--- config.mk ---
export PLATFORM = sky130hd
export DESIGN_NAME = mmc_ctrl_regs
export DESIGN_NICKNAME = d
export VERILOG_FILES = /design/src/core/mmc_pkg.sv /design/src/core/mmc_axis_hold.sv /design/src/core/mmc_ctrl_regs.sv
export SDC_FILE = /design/constraint.sdc
export NUM_CORES = 1
export LEC_CHECK = 0
export BUFFER_PORTS_ARGS = -buffer_cell sky130_fd_sc_hd__buf_2
export CORE_MARGIN = 1
export CORE_UTILIZATION = 40
export CTS_CLUSTER_DIAMETER = 30
export CTS_CLUSTER_SIZE = 28
export DETAILED_ROUTE_END_ITERATION = 10
export HOLD_SLACK_MARGIN = 0.1
export SETUP_SLACK_MARGIN = 0.5
export SLEW_MARGIN = 10
export SYNTH_ARGS = -nofsm -noshare
export SYNTH_HDL_FRONTEND = slang
export SYNTH_SLANG_ARGS = --single-unit
export TNS_END_PERCENT = 50
--- constraint.sdc ---
create_clock -name clk_sys -period 2.9 [get_ports clk_sys]
set_clock_uncertainty 0.15 [all_clocks]
set_input_delay 0.58 -clock clk_sys [delete_from_list [all_inputs] [get_ports clk_sys]]
set_output_delay 0.58 -clock clk_sys [all_outputs]
set_load 0.05 [all_outputs]
--- src/core/mmc_pkg.sv ---
// ==========================================================
// register map and field layout
package mmc_pkg;

  localparam logic [7:0] ADDR_INT_STAT  = 8'h4A;
  localparam logic [7:0] ADDR_PWR_CTRL  = 8'h4B;
  localparam logic [7:0] ADDR_MODE_CTRL = 8'h4C;
  localparam logic [7:0] ADDR_IRQ_EN    = 8'h4D;

  localparam logic [7:0] RST_PWR_CTRL   = 8'h00;
  localparam logic [7:0] RST_MODE_CTRL  = 8'h06;
  localparam logic [7:0] RST_IRQ_EN     = 8'h3F;
  localparam logic [7:0] RST_INT_STAT   = 8'h00;

  // power_reset_iface_ctrl fields
  localparam int PWR_SRST_HI  = 7;
  localparam int PWR_3W       = 2;
  localparam int PWR_SRST_LO  = 1;
  localparam int PWR_ON       = 0;
  localparam logic [7:0] PWR_WR_MASK = 8'h87;

  // opmode_rate_selftest_ctrl fields
  localparam int MODE_ADV_LO  = 6;
  localparam int MODE_RATE_LO = 3;
  localparam int MODE_OP_LO   = 1;
  localparam int MODE_ST      = 0;

  // threshold_irq_enable_ctrl and status fields
  localparam int IRQ_OVR_EN   = 7;
  localparam int IRQ_OVF_EN   = 6;
  localparam int IRQ_HI_LO    = 3;
  localparam int IRQ_LO_LO    = 0;
  localparam int STAT_OVR     = 7;
  localparam int STAT_OVF     = 6;
  localparam int STAT_HI_LO   = 3;
  localparam int STAT_LO_LO   = 0;

  // ==========================================================
  // data path widths
  localparam int AXIS_W    = 15;
  localparam int RHALL_W   = 14;
  localparam int THR_W     = 8;
  localparam int THR_SHIFT = 4;
  localparam int RATE_W    = 5;

  typedef enum logic [1:0] {
    MMC_OP_NORMAL = 2'b00,
    MMC_OP_FORCED = 2'b01,
    MMC_OP_RSVD   = 2'b10,
    MMC_OP_SLEEP  = 2'b11
  } mmc_opmode_t;

  typedef enum logic [2:0] {
    PS_SUSPEND = 3'b001,
    PS_AWAKE   = 3'b010,
    PS_SRST    = 3'b100
  } mmc_pstate_t;

  typedef struct packed {
    logic       wr;
    logic       rd;
    logic [7:0] addr;
    logic [7:0] wdata;
  } mmc_reg_req_t;

  typedef struct packed {
    logic                         valid;
    logic [2:0][AXIS_W-1:0]       axis;
    logic [RHALL_W-1:0]           rhall;
  } mmc_meas_t;

  // output rate code to Hz
  function automatic logic [RATE_W-1:0] mmc_rate_hz(input logic [2:0] code);
    logic [RATE_W-1:0] hz;
    hz = 5'h0A;
    unique case (code)
      3'h0: hz = 5'h0A;
      3'h1: hz = 5'h02;
      3'h2: hz = 5'h06;
      3'h3: hz = 5'h08;
      3'h4: hz = 5'h0F;
      3'h5: hz = 5'h14;
      3'h6: hz = 5'h19;
      3'h7: hz = 5'h1E;
    endcase
    return hz;
  endfunction : mmc_rate_hz

endpackage : mmc_pkg

--- src/core/mmc_axis_hold.sv ---
`timescale 1ns/1ps
`default_nettype none
// ==========================================================
// one axis: last value store and threshold compare
module mmc_axis_hold #(
  parameter int W     = 15,
  parameter int TW    = 8,
  parameter int SHIFT = 4
) (
  input  wire logic          clk_sys,
  input  wire logic          reset_n,
  input  wire logic          ce,
  input  wire logic          clr,
  input  wire logic          upd,
  input  wire logic [W-1:0]  din,
  input  wire logic [TW-1:0] thr_low,
  input  wire logic [TW-1:0] thr_high,
  output logic      [W-1:0]  dout,
  output logic               below,
  output logic               above
);

  logic [W-1:0] hold_ff;
  logic         below_ff;
  logic         above_ff;

  wire logic [W-1:0] nxt_hold = clr ? '0 : (upd ? din : hold_ff);
  wire logic signed [W-1:0] low_lim  = W'($signed(thr_low))  <<< SHIFT;
  wire logic signed [W-1:0] high_lim = W'($signed(thr_high)) <<< SHIFT;
  // compare runs on the held value whether upd is set or not; clr forces both flags low
  wire logic nxt_below = !clr && ($signed(hold_ff) < low_lim);
  wire logic nxt_above = !clr && ($signed(hold_ff) > high_lim);

  always_ff @(posedge clk_sys) begin
    if (!reset_n) begin
      hold_ff  <= '0;
      below_ff <= 1'b0;
      above_ff <= 1'b0;
    end else if (ce) begin
      hold_ff  <= nxt_hold;
      below_ff <= nxt_below;
      above_ff <= nxt_above;
    end
  end

  assign dout  = hold_ff;
  assign below = below_ff;
  assign above = above_ff;

endmodule : mmc_axis_hold
`default_nettype wire

--- src/core/mmc_ctrl_regs.sv ---
`timescale 1ns/1ps
`default_nettype none
module mmc_ctrl_regs (
  input  wire logic                                   clk_sys,
  input  wire logic                                   reset_n,
  input  wire logic                                   ce,
  input  wire mmc_pkg::mmc_reg_req_t                  reg_req,
  output logic [7:0]                                  reg_rdata,
  input  wire logic                                   spi_sel_pin,
  input  wire mmc_pkg::mmc_meas_t                     meas,
  input  wire logic                                   overrun_evt,
  input  wire logic                                   overflow_evt,
  input  wire logic [2:0]                             chan_off,
  input  wire logic                                   int_latch,
  input  wire logic                                   int_pol,
  input  wire logic                                   int_pin_en,
  input  wire logic [mmc_pkg::THR_W-1:0]              thr_low,
  input  wire logic [mmc_pkg::THR_W-1:0]              thr_high,
  output logic                                        suspended,
  output logic [1:0]                                  op_mode,
  output logic [mmc_pkg::RATE_W-1:0]                  rate_hz,
  output logic [1:0]                                  adv_selftest,
  output logic                                        selftest,
  output logic                                        three_wire,
  output logic [2:0][mmc_pkg::AXIS_W-1:0]             data_axis,
  output logic [mmc_pkg::RHALL_W-1:0]                 rhall,
  output logic                                        int_pin
);

  // ==========================================================
  // state
  mmc_pkg::mmc_pstate_t          pstate_ff;
  mmc_pkg::mmc_pstate_t          nxt_pstate;
  logic [7:0]                    pwr_ctrl_ff;
  logic [7:0]                    mode_ctrl_ff;
  logic [7:0]                    irq_en_ff;
  logic [7:0]                    int_stat_ff;
  logic [7:0]                    rdata_ff;
  logic [mmc_pkg::RATE_W-1:0]    rate_ff;
  logic                          three_wire_ff;
  logic                          int_pin_ff;
  logic [mmc_pkg::RHALL_W-1:0]   rhall_ff;
  logic                          spi_meta_ff;
  logic                          spi_sync_ff;
  logic [2:0]                    below;
  logic [2:0]                    above;

  // ==========================================================
  // decode
  wire logic st_suspend = pstate_ff == mmc_pkg::PS_SUSPEND;
  wire logic st_awake   = pstate_ff == mmc_pkg::PS_AWAKE;
  wire logic st_srst    = pstate_ff == mmc_pkg::PS_SRST;
  wire logic regs_clr   = st_suspend | st_srst;

  wire logic hit_stat = reg_req.addr == mmc_pkg::ADDR_INT_STAT;
  wire logic hit_pwr  = reg_req.addr == mmc_pkg::ADDR_PWR_CTRL;
  wire logic hit_mode = reg_req.addr == mmc_pkg::ADDR_MODE_CTRL;
  wire logic hit_irq  = reg_req.addr == mmc_pkg::ADDR_IRQ_EN;

  wire logic wr_pwr  = reg_req.wr & hit_pwr;
  wire logic wr_mode = reg_req.wr & hit_mode & st_awake;
  wire logic wr_irq  = reg_req.wr & hit_irq & st_awake;
  wire logic rd_stat = reg_req.rd & hit_stat & st_awake;

  wire logic trig_both = pwr_ctrl_ff[mmc_pkg::PWR_SRST_HI]
                       & pwr_ctrl_ff[mmc_pkg::PWR_SRST_LO];
  wire logic pwr_on    = pwr_ctrl_ff[mmc_pkg::PWR_ON];

  // ==========================================================
  // power state
  always_comb begin
    nxt_pstate = pstate_ff;
    unique case (pstate_ff)
      mmc_pkg::PS_SUSPEND: begin
        if (pwr_on) nxt_pstate = mmc_pkg::PS_AWAKE;
      end
      mmc_pkg::PS_AWAKE: begin
        if (!pwr_on) nxt_pstate = mmc_pkg::PS_SUSPEND;
        else if (trig_both) nxt_pstate = mmc_pkg::PS_SRST;
      end
      mmc_pkg::PS_SRST: begin
        nxt_pstate = mmc_pkg::PS_AWAKE;
      end
      default: nxt_pstate = mmc_pkg::PS_SUSPEND;
    endcase
  end

  // ==========================================================
  // power/reset/interface register
  // trigger bits stored only while awake, cleared when reset completes
  wire logic [7:0] pwr_wr_val = reg_req.wdata & mmc_pkg::PWR_WR_MASK;
  // stale trigger bits must not fire after a later wake
  wire logic       trig_keep  = st_awake;
  wire logic       trig_take  = wr_pwr & st_awake;
  wire logic [7:0] nxt_pwr_ctrl = {
    trig_take ? pwr_wr_val[7] : (trig_keep & pwr_ctrl_ff[7]),
    4'h0,
    wr_pwr ? pwr_wr_val[2] : pwr_ctrl_ff[2],
    trig_take ? pwr_wr_val[1] : (trig_keep & pwr_ctrl_ff[1]),
    wr_pwr ? pwr_wr_val[0] : pwr_ctrl_ff[0]
  };

  // ==========================================================
  // mode and threshold enable registers
  wire logic [7:0] nxt_mode_ctrl = regs_clr ? mmc_pkg::RST_MODE_CTRL
                                 : (wr_mode ? reg_req.wdata : mode_ctrl_ff);
  wire logic [7:0] nxt_irq_en    = regs_clr ? mmc_pkg::RST_IRQ_EN
                                 : (wr_irq ? reg_req.wdata : irq_en_ff);

  wire logic [2:0] rate_code = mode_ctrl_ff[mmc_pkg::MODE_RATE_LO +: 3];
  wire logic [mmc_pkg::RATE_W-1:0] nxt_rate = mmc_pkg::mmc_rate_hz(rate_code);

  wire logic nxt_three_wire = spi_sync_ff & pwr_ctrl_ff[mmc_pkg::PWR_3W];

  // ==========================================================
  // per-axis hold and threshold compare
  genvar gi;
  generate
    for (gi = 0; gi < 3; gi++) begin : g_axis
      mmc_axis_hold #(
        .W     (mmc_pkg::AXIS_W),
        .TW    (mmc_pkg::THR_W),
        .SHIFT (mmc_pkg::THR_SHIFT)
      ) u_hold (
        .clk_sys  (clk_sys),
        .reset_n  (reset_n),
        .ce       (ce),
        .clr      (regs_clr),
        .upd      (meas.valid & !chan_off[gi] & st_awake),
        .din      (meas.axis[gi]),
        .thr_low  (thr_low),
        .thr_high (thr_high),
        .dout     (data_axis[gi]),
        .below    (below[gi]),
        .above    (above[gi])
      );
    end
  endgenerate

  // resistance stops and reads zero with z off
  wire logic [mmc_pkg::RHALL_W-1:0] nxt_rhall =
      (regs_clr | chan_off[2]) ? '0
    : (meas.valid ? meas.rhall : rhall_ff);

  // ==========================================================
  // interrupt status
  wire logic [2:0] hi_en = ~irq_en_ff[mmc_pkg::IRQ_HI_LO +: 3];
  wire logic [2:0] lo_en = ~irq_en_ff[mmc_pkg::IRQ_LO_LO +: 3];
  wire logic       ovr_c = overrun_evt & irq_en_ff[mmc_pkg::IRQ_OVR_EN];
  wire logic [7:0] cond  = {ovr_c, overflow_evt, above & hi_en, below & lo_en};
  // latched flags hold until a status read; a new event beats the clear
  wire logic [7:0] stat_kept = (int_latch && !rd_stat) ? int_stat_ff : 8'h00;
  wire logic [7:0] nxt_int_stat = regs_clr ? mmc_pkg::RST_INT_STAT
                                : (cond & {8{st_awake}}) | stat_kept;

  wire logic int_active = (|int_stat_ff[5:0])
                        | (int_stat_ff[mmc_pkg::STAT_OVF]
                           & irq_en_ff[mmc_pkg::IRQ_OVF_EN]);
  wire logic nxt_int_pin = int_pin_en ? (int_active ~^ int_pol) : !int_pol;

  // ==========================================================
  // read port
  wire logic [7:0] rd_mux =
      hit_pwr  ? pwr_ctrl_ff
    : (st_suspend | st_srst) ? 8'h00
    : hit_stat ? int_stat_ff
    : hit_mode ? mode_ctrl_ff
    : hit_irq  ? irq_en_ff
    : 8'h00;
  wire logic [7:0] nxt_rdata = reg_req.rd ? rd_mux : rdata_ff;

  // ==========================================================
  // flops
  always_ff @(posedge clk_sys) begin
    if (!reset_n) begin
      pstate_ff     <= mmc_pkg::PS_SUSPEND;
      pwr_ctrl_ff   <= mmc_pkg::RST_PWR_CTRL;
      mode_ctrl_ff  <= mmc_pkg::RST_MODE_CTRL;
      irq_en_ff     <= mmc_pkg::RST_IRQ_EN;
      int_stat_ff   <= mmc_pkg::RST_INT_STAT;
      rdata_ff      <= 8'h00;
      rate_ff       <= 5'h0A;
      three_wire_ff <= 1'b0;
      int_pin_ff    <= 1'b0;
      rhall_ff      <= '0;
      spi_meta_ff   <= 1'b0;
      spi_sync_ff   <= 1'b0;
    end else if (ce) begin
      pstate_ff     <= nxt_pstate;
      pwr_ctrl_ff   <= nxt_pwr_ctrl;
      mode_ctrl_ff  <= nxt_mode_ctrl;
      irq_en_ff     <= nxt_irq_en;
      int_stat_ff   <= nxt_int_stat;
      rdata_ff      <= nxt_rdata;
      rate_ff       <= nxt_rate;
      three_wire_ff <= nxt_three_wire;
      int_pin_ff    <= nxt_int_pin;
      rhall_ff      <= nxt_rhall;
      spi_meta_ff   <= spi_sel_pin;
      spi_sync_ff   <= spi_meta_ff;
    end
  end

  assign reg_rdata    = rdata_ff;
  assign suspended    = pstate_ff[0];
  assign op_mode      = mode_ctrl_ff[mmc_pkg::MODE_OP_LO +: 2];
  assign rate_hz      = rate_ff;
  assign adv_selftest = mode_ctrl_ff[mmc_pkg::MODE_ADV_LO +: 2];
  assign selftest     = mode_ctrl_ff[mmc_pkg::MODE_ST];
  assign three_wire   = three_wire_ff;
  assign rhall        = rhall_ff;
  assign int_pin      = int_pin_ff;
endmodule : mmc_ctrl_regs
`default_nettype wire

==> flow_metrics.tcl, run 1 <==
set metrics [dict create \
    p_seq_frac 0.393 \
    fp.coreArea_um2 15100 \
    n_antenna_cell 0 \
    rows 45 \
    drive_above_1_share 0.268 \
    grt_overflow_total 0 \
    yosys_register_bits 113 \
    clock-sinks 113 \
    final.setup.tns_ps 0 \
    numCtsBuffers 17 \
    io_pins 186 \
    slowest_delay_ps 550 \
    vias 5899 \
    outcome "finished, final reports clean" \
    yosysSeqAreaShare 0.365 \
    cts_setup_buffers 0 \
    ir_drop_v 0.000427 \
    period_needed_ps 2290 \
    maxSlewViolCount 0 \
    intPower_uw 3080 \
    fin_area_um2 7860 \
    cp-start-kind "flop" \
    critPathKind "reg2reg" \
    antenna_found_initial 0 \
    cp.buffers_inverters 0 \
    gp_congestion 0.893 \
    ys_types 55 \
    wl_per_cell_um 17.2 \
    synth_nets 863 \
    path_max_fanout 9 \
    synthToLayoutAreaGrowth_pct 26.7 \
    worst_pin_slew_ps 865 \
    clkLatencyLatePin_ps 420 \
    rsz0062_at_grt "yes" \
    min_path_type "in2reg" \
    wirelength_um 18300 \
    io_buffers 185 \
    crit_chain "or3b_1, nor4_2, o21ai_0, and2_0, a22o_1" \
    syn_inst 689 \
    drc 0 \
    dpl.hpwl_um 14000 \
    leakagePower_uw 0.00354 \
    grt_usage 0.230 \
    initialDrtViolationCount 265 \
    viasPerCell 5.55 \
    grt_pass1_wl_um 28700 \
    net-switching-power_uw 898 \
    maxCapViolCount 0 \
    end_kind "flop" \
    syn-cell-area_um2 6200 \
    syn_area_per_cell_um2 9.01 \
    nNetsFinal 1036 \
    pwr-share-comb 0.080 \
    die_area_um2 16000 \
    synth.yosys.warnings 0 \
    critPathTopFamily "simple AND/OR/NAND/NOR gates" \
    clkTransAtPathRegs_ps 50 \
    start_util 0.410 \
    dieWidth_um 127 \
    fmax_mhz 436 \
    min_period_over_period 0.790 \
    ys.flop_type "dfxtp_1" \
    finalSetupViolCount 0 \
    synth_top_area_share 0.365 \
    cts_tree "built" \
    die_h_um 127 \
    grt_max_degree 55 \
    power.share.switching 0.226 \
    p_per_area_nw_per_um2 506 \
    yosysTopAreaCell "dfxtp_1" \
    slowest_stage "or3b_1" \
    clkPwrFrac 0.526 \
    synth_area_leaders "dfxtp_1 36%, ha_1 14%, nor2b_1 6.7%" \
    ant_nets 0 \
    synth-async-reset-ratio 0 \
    first_global_vias 5637 \
    final_hold_viol_count 0 \
    synth_edf_count 0 \
    htreeDepth 4 \
    holdBufCountCts 0 \
    drt_first_pass_iters 5 \
    clockBufferDepth 2 \
    place_area_um2 7270 \
    crit_required_ps 3050 \
    cts-root-buf "clkbuf_16" \
    critPathArrivalTime_ps 2450 \
    slew_headroom 0.421 \
]
## Yosys cell counts (5+ instances only)
| cell | count |
|---|---|
| a211oi_1 | 6 |
| a21boi_0 | 18 |
| a21o_1 | 12 |
| a21oi_1 | 43 |
| a22o_1 | 6 |
| a22oi_1 | 48 |
| a2bb2oi_1 | 9 |
| a31oi_1 | 6 |
| and2_1 | 8 |
| buf_2 | 10 |
| clkbuf_1 | 25 |
| dfxtp_1 | 113 |
| ha_1 | 68 |
| inv_1 | 26 |
| mux2i_1 | 5 |
| nand2_1 | 47 |
| nand2b_1 | 17 |
| nand3_1 | 6 |
| nand4_1 | 24 |
| nand4b_1 | 6 |
| nor2_1 | 19 |
| nor2b_1 | 66 |
| nor3b_1 | 7 |
| nor4_1 | 5 |
| o21ai_0 | 14 |
| o22a_1 | 6 |
| o31ai_1 | 8 |
## path summary, 6_finish.rpt
kind	cells after the start	start	slack [ps]	to
setup reg to reg	5	pstate_ff[1]	610	mode_ctrl_ff[4]
hold reg to reg	2	g_axis[0].u_hold.below	300	g_axis[0].u_hold.below
setup / recovery	5	pstate_ff[1]	610	mode_ctrl_ff[4]
hold / removal	2	reg_req[3]	250	irq_en_ff[3]
## through the flow
| stage | setup WS, ps | util | cells | total power, uW | hold WS, ps |
|---|---|---|---|---|---|
| floorplan | 492 | - | 689 | 1770 | 267 |
| global placement | 343 | 0.480 | 1031 | 1900 | 294 |
| detailed placement | 268 | 0.480 | 1031 | 1910 | 292 |
| CTS | 478 | 0.518 | 1062 | 4010 | 239 |
| global route | 428 | 0.519 | 1062 | 4110 | 250 |
| finish | 608 | 0.519 | 1062 | 3980 | 250 |
## state kept, by name, summed over array words and instances (netlist names)
name and cells:
rate_hz 5, int_stat_ff 8, pstate_ff 3, mode_ctrl_ff 8, reg_rdata 8, three_wire 1
spi_sync_ff 1, irq_en_ff 8, g_axis.u_hold.above 3, g_axis.u_hold.below 3, pwr_ctrl_ff 4, rhall 14
g_axis.u_hold.dout 45, int_pin 1, spi_meta_ff 1
## power groups by stage
| stage | Clock, uW | Combinational [uW] | Sequential, uW |
|---|---|---|---|
| 2_1_floorplan | 0 | 162 | 1610 |
| 3_3_place_gp | 0 | 309 | 1590 |
| 3_5_place_dp | 0 | 318 | 1600 |
| 4_1_cts | 2130 | 320 | 1560 |
| 5_1_grt | 2190 | 351 | 1560 |
| 6_report | 2090 | 320 | 1560 |
## metal layers
metal,GRT usage,up-vias,wire length (um)
met1,0.277,2752,7950
met4,0.101,0,425
met5,0,-,0
met2,0.391,227,8720
li1,-,2886,-
met3,0.0536,34,1190
## placed cells by master (no fill, tap or decap), types with 9 or more instances in the layout
cell type / n
a2bb2oi_1: 9
buf_4: 12
nand2_1: 47
buf_2: 185
a21oi_1: 43
a21o_1: 12
dfxtp_1: 113
nand4_1: 24
a22oi_1: 48
nand2b_1: 17
ha_1: 68
a21boi_0: 18
clkbuf_16: 17
inv_1: 26
nor2_1: 18
o21ai_0: 14
nor2b_1: 66
## repair_timing
item | CTS | global route
gates cloned | 0 | 0
endpoints found under the setup margin | 4 | 39
resized for setup | 1 | 3
## final cells by class
class / count / area [um^2]
Multi-Input combinational cell: 507 / 3670
Clock buffer: 25 / 475
Fill cell: 1417 / 7280
Inverter: 26 / 97.6
Sequential cell: 113 / 2260
Tap cell: 188 / 235
Clock inverter: 6 / 105
Timing Repair Buffer: 197 / 1020
## cell families after synthesis
group	synth area share
flip-flops	0.365
multiplexers	0.0135
AND/OR/NAND/NOR	0.205
adder cells (fa/ha/maj)	0.137
buffers and inverters	0.0462
AO/OA/AOI/OAI	0.231
XOR/XNOR	0.00282
(Power assumes the default switching activity.)
==> run 2: changes to the inputs <==
==> constraint.sdc (replaced) <==
create_clock -name clk_sys -period 2.3 [get_ports clk_sys]
set_clock_uncertainty 0.15 [all_clocks]
set_input_delay 0.46 -clock clk_sys [delete_from_list [all_inputs] [get_ports clk_sys]]
set_output_delay 0.46 -clock clk_sys [all_outputs]
set_load 0.05 [all_outputs]
==> run 2 against run 1 <==
Net effect: highest routed layer unchanged; sequential share of layout area decreased by 3.8 points; via count increased by 5.5%; count of clock-buffer cells in the layout decreased by 4; core utilization increased by 8.4 points; wire length increased by 11%; global-route usage increased by 1.6 points; critical path depth increased by 5; sequential power increased by 26%; die area unchanged; register-to-register slack got worse by 230 ps; final cell count increased by 5.3%; final area increased by 16%.
==> flow_metrics.tcl, run 2 (synthesis gave the netlist of run 1 again) <==
set metrics [dict create \
    synthToLayoutAreaGrowth_pct 47.3 \
    crit_required_ps 2450 \
    grt-busiest-layer "met2" \
    min_to "irq_en_ff[5]" \
    fillers 1313 \
    p_per_area_nw_per_um2 556 \
    drc 0 \
    clkLatencyLatePin_ps 420 \
    r2r_start "g_axis[2].u_hold.dout[9]" \
    outcome "finished, final reports clean" \
    drive_above_1_share 0.428 \
    cts_tree "built" \
    io_pins 186 \
    rrSetupSlack_ps 380 \
    io_buffers 185 \
    maxSlewViolCount 0 \
    ir_drop_v 0.000443 \
    initialDrtViolationCount 319 \
    vias 6221 \
    first_global_vias 6095 \
    numCtsBuffers 17 \
    r2r-end "g_axis[2].u_hold.above" \
    hp-start "reg_req[5]" \
    antenna_found_initial 0 \
    critPathArrivalTime_ps 2080 \
    die_h_um 127 \
    crit_chain "buf_6, clkinvlp_4, buf_12, buf_6, ha_4, nand4_1, nor3_2, o21ai_2, a21o_1, a32o_1" \
    die_area_um2 16000 \
    met1_usage 0.325 \
    clockBufferDepth 2 \
    slowest_stage "nor3_2" \
    ant_nets 0 \
    finalSetupViolCount 0 \
    wl_per_cell_um 18.1 \
    min_period_over_period 0.842 \
    fp.coreArea_um2 15100 \
    rows 45 \
    fin_area_um2 9140 \
    largest_reg_flops 45 \
    grt_usage 0.246 \
    end_kind "flop" \
    n_antenna_cell 0 \
    critPathKind "in2reg" \
    cts-root-buf "clkbuf_16" \
    grt_pass1_wl_um 30900 \
    slew_headroom 0.578 \
    path_max_fanout 5 \
    dieWidth_um 127 \
    grt_overflow_total 0 \
    clkTransAtPathRegs_ps 50 \
    reg2regPathDepth 6 \
    path_common_cell "buf_6" \
    final_hold_viol_count 0 \
    fmax_mhz 517 \
    drt_first_pass_iters 7 \
    leakagePower_uw 0.00398 \
    dpl.hpwl_um 14200 \
    utilization 0.604 \
    maxCapViolCount 0 \
    layout_commonest_cell "buf_2" \
    worst_pin_slew_ps 632 \
    grt_max_degree 65 \
    gr-usage-met3 0.0418 \
    period_needed_ps 1940 \
    holdPathStages 2 \
    htreeDepth 4 \
    mostFrequentLayoutCells "181 x buf_2, 104 x dfxtp_1, 66 x nor2b_1, 53 x ha_1, 45 x nand2_1" \
    rsz0062_at_grt "yes" \
    min_path_type "in2reg" \
    nNetsFinal 1092 \
    wirelength_um 20200 \
    cp-start-kind "input pin" \
    start_util 0.410 \
    viasPerCell 5.56 \
    clock-sinks 113 \
    holdBufCountCts 0 \
    gp_congestion 0.885 \
    use_met2 0.399 \
    slowest_delay_ps 270 \
    place_area_um2 7480 \
]
run 2: cell types whose count changed in the layout (fill, tap and decap cells not counted), moves of 7 or more:
cell     before  now
a21oi_2       0    7
a22oi_2       0   24
dfxtp_1     113  104
buf_6         0   26
buf_4        12   40
o21ai_0      14    6
ha_4          0   14
ha_1         68   53
a21oi_1      43   36
a22oi_1      48   24
dfxtp_2       0    7
run 2: metal layers:
layer  vias to the layer above  share of wire
met2                       167           0.48
met3                        34          0.039
met4                         0          0.024
li1                       3004              -
met1                      3016           0.46
met5                         -              0
run 2: how the worst max path moves through the flow:
stage / slack (ps) / cells after the start / end / start
3_5_place_dp: -200 / 8 / g_axis[2].u_hold.above / thr_high[7]
2_1_floorplan: 130 / 6 / pwr_ctrl_ff[1] / reg_req[15]
4_1_cts: 390 / 8 / g_axis[1].u_hold.below / thr_low[7]
3_3_place_gp: -30 / 6 / mode_ctrl_ff[6] / reg_req[15]
5_1_grt: 300 / 10 / g_axis[2].u_hold.above / thr_high[7]
6_report: 360 / 10 / g_axis[2].u_hold.above / thr_high[7]
run 2: where the power goes:
part / internal, uW / leakage, uW / switching (uW)
Combinational: 236 / 0.00279 / 289
Clock: 1660 / 0.000281 / 928
Sequential: 1960 / 0.000916 / 4.05
Total: 3860 / 0.00398 / 1220
run 2: area by class of cell:
class,instances,area [um^2],area share
inverter,26,105,0.0115
tap,188,235,0.0257
timing repair buffer,253,1600,0.175
clock inverter,10,109,0.0119
sequential,113,2280,0.249
clock buffer,21,470,0.0515
multi-input combinational,507,4350,0.475
run 2: worst max-delay path, delay by kind of cell:
kind / cells / cell delay [ps]
AO/OA/AOI/OAI: 3 / 510
buffers and inverters: 4 / 430
AND/OR/NAND/NOR: 2 / 420
adder cells (fa/ha/maj): 1 / 250
run 2: metrics by stage:
step	setup TNS, ps	cells	hold slack [ps]	total power [uW]	setup slack [ps]
floorplan	0	689	267	2240	130
global placement	-276	1053	293	2410	-27.6
detailed placement	-1490	1053	301	2430	-198
CTS	0	1106	137	5050	392
global route	0	1118	136	5250	303
finish	0	1118	148	5080	364
run 2: repair_timing:
action | 4_1_cts | 5_1_grt
gates cloned | 1 | 3
setup endpoints to repair | 101 | 105
gates resized for setup | 73 | 104
pin swaps | 31 | 43
buffers inserted | 21 | 9
